**src/verilog/dmhu_pkg.sv**
```systemverilog
// Shared constants and types for the dual mode host serial port.
package dmhu_pkg;
  // System clock rate in hertz.
  localparam int unsigned CLK_HZ = 40000000;
  // Oversampling factor of the serial line.
  localparam int unsigned OVERSAMPLE = 16;
  // Default baud rate.
  localparam int unsigned BAUD_DEFAULT = 115200;
  // Default character width in bits.
  localparam logic [3:0] DATA_BITS_DEFAULT = 4'h8;
  // Least and greatest character width.
  localparam logic [3:0] DATA_BITS_MIN = 4'h5;
  localparam logic [3:0] DATA_BITS_MAX = 4'h8;
  // Number of selectable baud rates.
  localparam int unsigned BAUD_COUNT = 18;
  // Index of the default rate in the baud table.
  localparam logic [4:0] BAUD_SEL_DEFAULT = 5'h0C;
  // Hold time of the defaults restore input in seconds.
  localparam int unsigned RESTORE_HOLD_S = 10;
  // Hold time of the defaults restore input in clock cycles.
  localparam longint unsigned RESTORE_HOLD_CYC = longint'(RESTORE_HOLD_S) * CLK_HZ;
  // Boot time in clock cycles before the ready output rises.
  localparam int unsigned BOOT_CYC = 64;
  // Enumerated baud set.
  localparam int unsigned BAUD_TABLE [BAUD_COUNT] = '{
    300, 600, 1200, 2400, 4800, 9600, 14400, 19200, 28800,
    38400, 56000, 57600, 115200, 128000, 256000, 520000, 780000, 1500000};
  // Width of the oversample tick divider.
  localparam int unsigned DIV_W = 16;

  // Oversample tick divide value for a baud index, at least one cycle.
  function automatic logic [DIV_W-1:0] baud_div(input logic [4:0] sel);
    int unsigned d;
    d = CLK_HZ / (BAUD_TABLE[(sel < 5'(BAUD_COUNT)) ? sel : BAUD_SEL_DEFAULT] * OVERSAMPLE);
    if (d < 1)
      d = 1;
    return DIV_W'(d);
  endfunction

  // Port mode of the device end.
  typedef enum logic [1:0] {
    DMHU_BOOT,
    DMHU_WAIT_START,
    DMHU_TRANSPARENT,
    DMHU_COMMAND
  } dmhu_mode_e;
endpackage
```
**src/verilog/dmhu_link_if.sv**
```systemverilog
// Pin bundle between the device end and the host end.
`timescale 1ns/1ps
interface dmhu_link_if;
  // Serial data, device to host and host to device.
  logic devTxd;
  logic hostTxd;
  // Flow control: device clear to send, host request to send.
  logic devCts;
  logic hostRts;
  // Ready, mode state, mode toggle and defaults restore.
  logic fwReady;
  logic modeState;
  logic modeToggle;
  logic defaultsRestore;

  // Documented device end.
  modport device (
    output devTxd, devCts, fwReady, modeState,
    input  hostTxd, hostRts, modeToggle, defaultsRestore
  );
  // Host microcontroller end.
  modport host (
    input  devTxd, devCts, fwReady, modeState,
    output hostTxd, hostRts, modeToggle, defaultsRestore
  );
endinterface

```
**src/verilog/dmhu_device.sv**
```systemverilog
// Device end: payload serial port with transparent and command states.
// Functional notes
// Baud taken only from the enumerated set.
// Five to eight data bits, LSB first.
// Dual switching only when configuration enables it.
// Ready held low in boot, then high.
// Host drives toggle high to low to start.
// Mode state high while transparent.
// Toggle rising edge requests command state.
// State falls low; host then lowers toggle.
// Host repeats toggle to return transparent.
// Restore defaults after ten second hold.
// Transparent bytes never parsed as commands.
`timescale 1ns/1ps
module dmhu_device #(
  parameter longint unsigned RESTORE_CYC = dmhu_pkg::RESTORE_HOLD_CYC,
  parameter int unsigned     BOOT_CYC    = dmhu_pkg::BOOT_CYC
) (
  // Clock and reset.
  input  wire logic       ref_clk,
  input  wire logic       rst,
  // Link to the host.
  dmhu_link_if.device     link,
  // Stored configuration.
  input  wire logic       cfgDualEnable,
  input  wire logic [4:0] cfgBaudSel,
  input  wire logic [3:0] cfgDataBits,
  // Payload transmit side.
  input  wire logic       txValid,
  input  wire logic [7:0] txData,
  output logic            txReady,
  // Payload receive side, transparent state only.
  output logic            payloadValid,
  output logic [7:0]      payloadData,
  // Command receive side, command state and the wait for the start toggle, while mode state is low.
  output logic            commandValid,
  output logic [7:0]      commandData,
  // Defaults restore pulse.
  output logic            restoreDefaults
);
  typedef struct packed {
    logic [dmhu_pkg::DIV_W-1:0] div;
    logic [dmhu_pkg::DIV_W-1:0] divLoad;
    logic [3:0]  bits;
    logic [3:0]  txTick;
    logic [3:0]  txBit;
    logic [9:0]  txShift;
    logic        txBusy;
    logic        txd;
    logic [3:0]  rxTick;
    logic [3:0]  rxBit;
    logic [7:0]  rxShift;
    logic        rxBusy;
    logic        payValid;
    logic        cmdValid;
    logic [7:0]  rxData;
    dmhu_pkg::dmhu_mode_e mode;
    logic [31:0] bootCnt;
    logic        ready;
    logic        stateOut;
    logic        toggleLast;
    logic        dual;
    logic [39:0] holdCnt;
    logic        restore;
  } dmhu_dev_s;

  dmhu_dev_s st;
  dmhu_dev_s next_st;
  logic tick;
  logic toggleRise;

  // Next state of the whole device end.
  always_comb
  begin
    next_st = st;
    next_st.payValid = 1'b0;
    next_st.cmdValid = 1'b0;
    next_st.restore = 1'b0;
    tick = (st.div == '0);
    next_st.div = tick ? st.divLoad - 1'b1 : st.div - 1'b1;
    toggleRise = link.modeToggle && !st.toggleLast;
    next_st.toggleLast = link.modeToggle;
    // Boot: configuration is latched only while booting, so a mid-frame change cannot corrupt a character.
    unique case (st.mode)
      dmhu_pkg::DMHU_BOOT:
      begin
        next_st.bootCnt = st.bootCnt + 32'h1;
        next_st.divLoad = dmhu_pkg::baud_div(cfgBaudSel);
        next_st.bits = (cfgDataBits < dmhu_pkg::DATA_BITS_MIN ||
                        cfgDataBits > dmhu_pkg::DATA_BITS_MAX) ?
                       dmhu_pkg::DATA_BITS_DEFAULT : cfgDataBits;
        next_st.dual = cfgDualEnable;
        // Divider held at zero in boot, so the first tick after boot comes at once.
        // Reloading it from the reset value would stall the port for a full counter wrap.
        next_st.div = '0;
        if (st.bootCnt >= BOOT_CYC - 1)
        begin
          next_st.ready = 1'b1;
          next_st.mode = cfgDualEnable ? dmhu_pkg::DMHU_WAIT_START :
                                         dmhu_pkg::DMHU_TRANSPARENT;
          next_st.stateOut = !cfgDualEnable;
        end
      end
      dmhu_pkg::DMHU_WAIT_START:
        // Start condition: toggle seen low after ready rises.
        if (!link.modeToggle)
        begin
          next_st.mode = dmhu_pkg::DMHU_TRANSPARENT;
          next_st.stateOut = 1'b1;
        end
      dmhu_pkg::DMHU_TRANSPARENT:
      begin
        next_st.stateOut = 1'b1;
        if (st.dual && toggleRise)
        begin
          next_st.mode = dmhu_pkg::DMHU_COMMAND;
          next_st.stateOut = 1'b0;
        end
      end
      dmhu_pkg::DMHU_COMMAND:
        if (toggleRise)
        begin
          next_st.mode = dmhu_pkg::DMHU_TRANSPARENT;
          next_st.stateOut = 1'b1;
        end
    endcase
    // Transmitter, LSB first, held off while the host withdraws its request.
    if (!st.txBusy)
    begin
      if (txValid && link.hostRts && st.ready)
      begin
        // Bits above the character width are forced high, so the stop bit follows at once.
        next_st.txShift = {1'b1, txData | ~(8'hFF >> (4'h8 - st.bits)), 1'b0};
        next_st.txBusy = 1'b1;
        next_st.txBit = 4'h0;
        next_st.txTick = 4'h0;
      end
    end
    else if (tick)
    begin
      next_st.txTick = st.txTick + 4'h1;
      if (st.txTick == 4'hF)
      begin
        next_st.txShift = {1'b1, st.txShift[9:1]};
        next_st.txBit = st.txBit + 4'h1;
        if (st.txBit == st.bits + 4'h1)
          next_st.txBusy = 1'b0;
      end
    end
    next_st.txd = st.txBusy ? st.txShift[0] : 1'b1;
    // Receiver: bytes routed by mode state, never both ways.
    if (tick && st.ready)
    begin
      if (!st.rxBusy)
      begin
        if (!link.hostTxd)
        begin
          next_st.rxBusy = 1'b1;
          next_st.rxTick = 4'h0;
          next_st.rxBit = 4'h0;
        end
      end
      else
      begin
        next_st.rxTick = st.rxTick + 4'h1;
        if (st.rxTick == 4'h7)
        begin
          if (st.rxBit == 4'h0 && link.hostTxd)
            next_st.rxBusy = 1'b0;
          else if (st.rxBit == st.bits + 4'h1)
          begin
            next_st.rxBusy = 1'b0;
            next_st.rxData = st.rxShift >> (4'h8 - st.bits);
            next_st.payValid = link.hostTxd && st.stateOut;
            next_st.cmdValid = link.hostTxd && !st.stateOut;
          end
          else if (st.rxBit != 4'h0)
            next_st.rxShift = {link.hostTxd, st.rxShift[7:1]};
          next_st.rxBit = st.rxBit + 4'h1;
        end
      end
    end
    // Defaults restore: one pulse once the input has been high the full hold time.
    if (link.defaultsRestore)
    begin
      if (st.holdCnt != 40'(RESTORE_CYC))
        next_st.holdCnt = st.holdCnt + 40'h1;
      if (st.holdCnt == 40'(RESTORE_CYC) - 40'h1)
        next_st.restore = 1'b1;
    end
    else
      next_st.holdCnt = '0;
    // A restore reboots the port so the default configuration is taken up.
    if (next_st.restore)
    begin
      next_st.mode = dmhu_pkg::DMHU_BOOT;
      next_st.bootCnt = '0;
      next_st.ready = 1'b0;
      next_st.stateOut = 1'b0;
      // A character in flight is cut, so the line idles high while ready is low.
      next_st.txBusy = 1'b0;
      next_st.txd = 1'b1;
      next_st.rxBusy = 1'b0;
    end
  end

  // State register.
  always_ff @(posedge ref_clk)
  begin
    if (rst)
    begin
      st <= '0;
      st.txd <= 1'b1;
      st.toggleLast <= 1'b1;
      st.bits <= dmhu_pkg::DATA_BITS_DEFAULT;
      st.mode <= dmhu_pkg::DMHU_BOOT;
    end
    else
      st <= next_st;
  end

  assign link.devTxd = st.txd;
  assign link.devCts = st.ready;
  assign link.fwReady = st.ready;
  assign link.modeState = st.stateOut;
  assign txReady = !st.txBusy && link.hostRts && st.ready;
  assign payloadValid = st.payValid;
  assign payloadData = st.rxData;
  assign commandValid = st.cmdValid;
  assign commandData = st.rxData;
  assign restoreDefaults = st.restore;
endmodule

```
**src/flat_wrapper.sv**
```systemverilog
// flat-port wrapper written by rule: the top's interface ports become plain ports
module dmhu_device_flat 
#(
  parameter longint unsigned RESTORE_CYC = dmhu_pkg::RESTORE_HOLD_CYC,
  parameter int unsigned     BOOT_CYC    = dmhu_pkg::BOOT_CYC
)
  (ref_clk, rst, cfgDualEnable, cfgBaudSel, cfgDataBits, txValid, txData, txReady, payloadValid, payloadData, commandValid, commandData, restoreDefaults, link_devTxd, link_devCts, link_fwReady, link_modeState, link_hostTxd, link_hostRts, link_modeToggle, link_defaultsRestore);
  dmhu_link_if link_i ();
  input  wire logic ref_clk;
  input  wire logic rst;
  input  wire logic cfgDualEnable;
  input  wire logic [4:0] cfgBaudSel;
  input  wire logic [3:0] cfgDataBits;
  input  wire logic txValid;
  input  wire logic [7:0] txData;
  output logic txReady;
  output logic payloadValid;
  output logic [7:0] payloadData;
  output logic commandValid;
  output logic [7:0] commandData;
  output logic restoreDefaults;
  output wire logic [$bits(link_i.devTxd)-1:0] link_devTxd;
  output wire logic [$bits(link_i.devCts)-1:0] link_devCts;
  output wire logic [$bits(link_i.fwReady)-1:0] link_fwReady;
  output wire logic [$bits(link_i.modeState)-1:0] link_modeState;
  input wire logic [$bits(link_i.hostTxd)-1:0] link_hostTxd;
  input wire logic [$bits(link_i.hostRts)-1:0] link_hostRts;
  input wire logic [$bits(link_i.modeToggle)-1:0] link_modeToggle;
  input wire logic [$bits(link_i.defaultsRestore)-1:0] link_defaultsRestore;
  assign link_devTxd = link_i.devTxd;
  assign link_devCts = link_i.devCts;
  assign link_fwReady = link_i.fwReady;
  assign link_modeState = link_i.modeState;
  assign link_i.hostTxd = link_hostTxd;
  assign link_i.hostRts = link_hostRts;
  assign link_i.modeToggle = link_modeToggle;
  assign link_i.defaultsRestore = link_defaultsRestore;
  dmhu_device #(.RESTORE_CYC(RESTORE_CYC), .BOOT_CYC(BOOT_CYC)) u_core (.ref_clk(ref_clk), .rst(rst), .link(link_i), .cfgDualEnable(cfgDualEnable), .cfgBaudSel(cfgBaudSel), .cfgDataBits(cfgDataBits), .txValid(txValid), .txData(txData), .txReady(txReady), .payloadValid(payloadValid), .payloadData(payloadData), .commandValid(commandValid), .commandData(commandData), .restoreDefaults(restoreDefaults));
endmodule
```
**config.mk**
```make
export PLATFORM = sky130hd
export DESIGN_NAME = dmhu_device_flat
export DESIGN_NICKNAME = d
export VERILOG_FILES = /design/src/verilog/dmhu_pkg.sv /design/src/verilog/dmhu_link_if.sv /design/src/verilog/dmhu_device.sv /design/src/flat_wrapper.sv
export SDC_FILE = /design/constraint.sdc
export NUM_CORES = 1
export LEC_CHECK = 0
export ABC_CLOCK_PERIOD_IN_PS = 70500
export BUFFER_PORTS_ARGS = -buffer_cell sky130_fd_sc_hd__buf_2
export CORE_MARGIN = 4
export CORE_UTILIZATION = 35
export CTS_CLUSTER_SIZE = 25
export DETAILED_ROUTE_END_ITERATION = 6
export MAX_ROUTING_LAYER = met4
export PLACE_DENSITY_LB_ADDON = 0.25
export SYNTH_ARGS = -nofsm -noshare
export SYNTH_HDL_FRONTEND = slang
export SYNTH_SLANG_ARGS = --single-unit
```
**constraint.sdc**
```tcl
create_clock -name ref_clk -period 70.5 [get_ports ref_clk]
set_input_delay 14.1 -clock ref_clk [delete_from_list [all_inputs] [get_ports ref_clk]]
set_output_delay 14.1 -clock ref_clk [all_outputs]
set_load 0.05 [all_outputs]
```
# Word-level counts from Yosys, hierarchy flattened
# Memory sizes are Yosys's and may differ from the RTL's.
# Index checks and enable logic that the tools add are counted.
[word_totals]
register_bits = 162
latchBits = 0
ram_bits = 0
rom_bits = 1024
in_bits = 25
out_inout_bits = 24
wordCells = 139
mem_count = 1
[mem_list]
columns = ["memory", "words", "word_bits", "rd", "rd_ports_with_merged_regs", "write_ports", "line", "source"]
rows = [
  ["(no name shown)", 32, 32, 1, 0, 0, "dmhu_pkg.sv:34", "d = CLK_HZ / (BAUD_TABLE[(sel < 5'(BAUD_COUNT)) ? sel : BAUD_SEL_DEFAULT] * OVERSAMPLE);"],
]
[op_classes]
addsub = 10
multipliers = 0
div = 1
magnitude_cmp = 6
n_eq_ne = 17
shifts = 2
n_mux = 35
bitwise = 10
n_reduce_logical = 34
[op_table]
columns = ["cell", "n"]
rows = [
  ["$mux W19", 3],
  ["$mux W28", 2],
  ["$add A40 B1 Y40 const B", 1],
  ["$eq A40 B29 Y1 const B", 1],
  ["$mux W8", 5],
  ["$ne A40 B29 Y1 const B", 1],
  ["$add A32 B1 Y32 const B", 1],
  ["$div A26 B32 Y32 const A", 1],
  ["$ge A32 B6 Y1 const B", 1],
  ["$lt A32 B1 Y1 const B", 1],
  ["$mux W16", 2],
  ["$sub A16 B1 Y16 const B", 2],
  ["$mux W23", 1],
  ["$add A4 B1 Y4 const B", 5],
  ["$logic_not A16 Y1", 1],
  ["$mux W15", 1],
  ["$mux W11", 1],
  ["$logic_and A1 B1 Y1", 10],
  ["$mux W1", 10],
  ["$mux W10", 1],
  ["$mux W2", 5],
  ["$reduce_and A3 Y1", 3],
  ["$eq A4 B4 Y1", 2],
  ["$ne A2 B1 Y1 const B", 4],
  ["33 further kinds", 50],
]

# Depth between registers and ports, before layout
[depth]
word_depth = 9
mapped_depth = 279
depth_no_buf = 248

# Worst setup path after synthesis
# OpenSTA, ideal clock, no wires.
[synth_path]
kind = "input to register"
startpoint = "input port cfgBaudSel[3]"
endpoint = "register u_core.st[130] (netlist bit)"
setup_time_ns = 0.115
arrival_ns = 65.890
required_ns = 70.385
slack_ns = 4.494
path_stages = 243
path_buffers = 30
path_cell_list = "buf_6 > buf_6 > or3_1 > nand2_1 > and2_1 > inv_1 > ha_1 > mux2_2 > o211ai_1 > nand2_1 > or4_1 > buf_2 > or3_1 > fa_1 > nand2b_1 > a21oi_1 > or2_2 > nand2_1 > [... 207 more ...] > nand2b_1 > a21o_1 > a21o_1 > a21o_1 > a21o_1 > o2111ai_1 > nand3_1 > a31oi_1 > o31ai_4 > buf_6 > mux2_1 > ha_1 > a21o_1 > a21o_1 > a2111oi_0 > a31oi_1 > a31o_2 > a31o_1"
[synth_between]
elab_chain_len = 9
[synth_rtl]
columns = ["element", "line", "source"]
rows = [
  ["start, declared", "flat_wrapper.sv:12", "input wire logic [4:0] cfgBaudSel;"],
  ["$lt A5 B5 Y1", "dmhu_pkg.sv:34", ""],
  ["$mux W5 (*)", "dmhu_pkg.sv:34", ""],
  ["$not A5 Y6 (*)", "dmhu_pkg.sv:34", ""],
  ["$mem_v2 Z32 W32 (*)", "n/a", ""],
  ["$mux W28 (*) (2 in a row)", "dmhu_pkg.sv:34", ""],
  ["$div A26 B32 Y32 (*)", "dmhu_pkg.sv:34", ""],
  ["$lt A32 B1 Y1", "dmhu_pkg.sv:35", "if (d < 1)"],
  ["$mux W16 (*)", "dmhu_pkg.sv:35", ""],
  ["end signal, assigned", "dmhu_device.sv:219", "st <= next_st;"],
  ["end, declared", "dmhu_device.sv:67", "dmhu_dev_s st;"],
]
# Mark *: on every way between the ends. The rest lies on a longest branch, timed or not. The select of a mux whose other input is x is not followed.
# A chain may end at the register's enable or synchronous reset.

# Worst setup path in the final report
[layout_path]
startpoint = "input port cfgBaudSel[1]"
endpoint = "register u_core.st[130] (netlist bit)"
# The elaborated chain is that of the path after synthesis.

==> impl_metrics.json <==
{
  "status": "complete, no violations",
  "busiest_layer": "met2",
  "synth_cells": 3339,
  "critPathTopFamily": "compound AO/OA/AOI/OAI gates",
  "finalCritPeriodShare_pct": 94.2,
  "gr-total-overflow": 0,
  "wire_per_inst_um": 18.5,
  "final_cell_mix": "nor2_1, ha_1, a21oi_1",
  "dp_hpwl_um": 60700,
  "yosysTopAreaCellShare_pct": 15.1,
  "synth-seq-cells": 162,
  "met1_usage_pct": 28.2,
  "critical_path_class": "input port to flip-flop",
  "nNetsFinal": 3696,
  "slew_viol_final": 0,
  "drive_gt1_share_pct": 11.1,
  "die_area_um2": 75100,
  "synth_top_area_cell": "ha_1",
  "drc_errors": 0,
  "critPathArrivalTime_ps": 66770,
  "seq_area_frac_synth_pct": 13.1,
  "grt_use_met3_pct": 2.26,
  "synth_area_um2": 24800,
  "grt_max_degree": 68,
  "synth.area.top_cells": "ha_1, dfxtp_1, nor2_1, a21oi_1, xnor2_1",
  "antenna_left": 0,
  "vias_per_cell": 5.71,
  "die_w_um": 274,
  "required_ps": 70850,
  "drt_wl_total_um": 79800,
  "finalNonFillerCells": 4318,
  "start_util_pct": 35.3,
  "critPathMaxStageDelay_ps": 700,
  "fmax_mhz": 15.1,
  "cts_buffer_depth": 2,
  "hold_class": "flip-flop to flip-flop",
  "syn_avg_cell_area_um2": 7.42,
  "drv_cap": 0,
  "place_area_um2": 26200,
  "cts_made_buffers": 17,
  "cts_sinks": 162,
  "rows": 97,
  "grtUsageTotal_pct": 21.0,
  "setup_violations": 0,
  "antenna_cells": 0,
  "synth_edf_count": 0,
  "min_period_ps": 66420,
  "ys.flop_type": "dfxtp_1",
  "core-area_um2": 70100,
  "grt_pass1_wl_um": 125000,
  "rrSetupSlack_ps": 66190,
  "drt-initial-drc-count": 1987,
  "grt_pass1_vias": 22700,
  "ys_warn_count": 0,
  "clk_latency_ps": 450,
  "htree_num_levels": 4,
  "cts_root_buffer": "clkbuf_16",
  "slew_headroom_pct": 34.0,
  "antenna_found_initial": 1,
  "area_delta_synth_final_pct": 9.24,
  "crit_buf_inv": 11,
  "io_pins": 49,
  "async_flop_share_pct": 0,
  "crit_slowest_cell": "or4_1",
  "die_y_um": 274,
  "worstPathMaxFanout": 20,
  "start_kind": "input port",
  "ys_types": 116,
  "tightest_slew_ps": 990,
  "fin_skew_ps": 17.4,
  "io_buffers": 48,
  "post-place-cells": 4273,
  "use_met2_pct": 33.6,
  "final_area_um2": 27100,
  "cts.clk_slew.worst_paths_ps": 70,
  "gp_congestion": 0.940,
  "cts_tree": "done",
  "end_kind": "flip-flop",
  "num_vias": 24700,
  "drt_pass1_iterations": 5,
  "layout_commonest_cell": "nor2_1",
  "hold_viol": 0
}
## registers in the layout, summed over array words and instances, names as in the netlist
signal and count:
u_core.st 148, u_core.link.modeState 1, u_core.link.devTxd 1, u_core.link.devCts 1, u_core.commandData 8, u_core.restoreDefaults 1, u_core.payloadValid 1, u_core.commandValid 1
## cell families (layout without fill, tap and decap cells)
logic type	after synthesis	in the layout	share of synthesized area (%)
AO/OA/AOI/OAI	997	997	26.7
XOR/XNOR	272	272	9.61
adder cells (fa/ha/maj)	305	305	15.5
buffers and inverters	238	275	4.20
flip-flops	162	162	13.1
multiplexers	156	156	7.14
other	2	4	0.0303
AND/OR/NAND/NOR	1207	1207	23.7
## layout make-up
class	instances	area, µm²
clock buffer	18	439
clock inverter	13	150
fill	7386	43100
inverter	114	428
multi-input combinational	2941	20800
sequential	162	3240
tap	940	1180
timing repair buffer	130	871
## worst reg2reg max path: stages (launching register included)
cell	delay [ps]
dfxtp_1	370
nor4_1	90
nand3_1	80
and4b_1	350
a21oi_1	290
nand3_1	160
or4b_2	670
or4b_2	680
nor4b_1	470
and3_1	290
nand3_1	150
nor4b_1	360
xor2_1	180
nor2_1	50
## metal layers
layer	wire length, µm	share of wire (%)
met5	0	0
met4	2250	2.8
met3	3860	4.8
met2	35600	45
met1	38100	48
## path summary, 6_finish.rpt
check / startpoint / endpoint / cells past startpoint
worst max-delay path: cfgBaudSel[1] / u_core.st[130] / 229
worst min-delay path: u_core.st[117] / u_core.st[117] / 2
worst max register to register: u_core.st[146] / u_core.st[161] / 13
worst min register to register: u_core.st[117] / u_core.st[117] / 2
## timing repair
item	4_1_cts	5_1_grt
buffers inserted	0	14
endpoints found under the setup margin	0	2
endpoints found under the hold margin	0	0
hold buffers	0	0
resized for setup	0	48
## cell usage after synthesis, drive strengths merged, types with 31 or more instances
library cell  instances
nor2                402
ha                  300
a21oi               288
nand2               267
o21ai               195
dfxtp               162
xnor2               152
xor2                120
mux2                118
inv                 114
a21o                 99
nand3                97
nor3                 87
clkbuf               75
o21a                 59
nand4                54
nand2b               53
a211oi               51
buf                  49
and3                 40
and2                 37
mux2i                35
a31oi                33
or3                  31
## through the flow
stage          hold WS, ps  setup TNS (ps)  setup WS [ps]  util [%]
6_report               454               0           4080      38.6
5_1_grt                490           -34.1          -34.1      38.6
4_1_cts                456               0            233      38.2
3_5_place_dp           446            -113           -113      37.3
3_3_place_gp           437               0            987      37.3
2_1_floorplan          417               0           4490         -
Power is left out: the tool's default activity adds up to more than one toggle a clock period on the data nets, which glitch-free logic cannot reach.
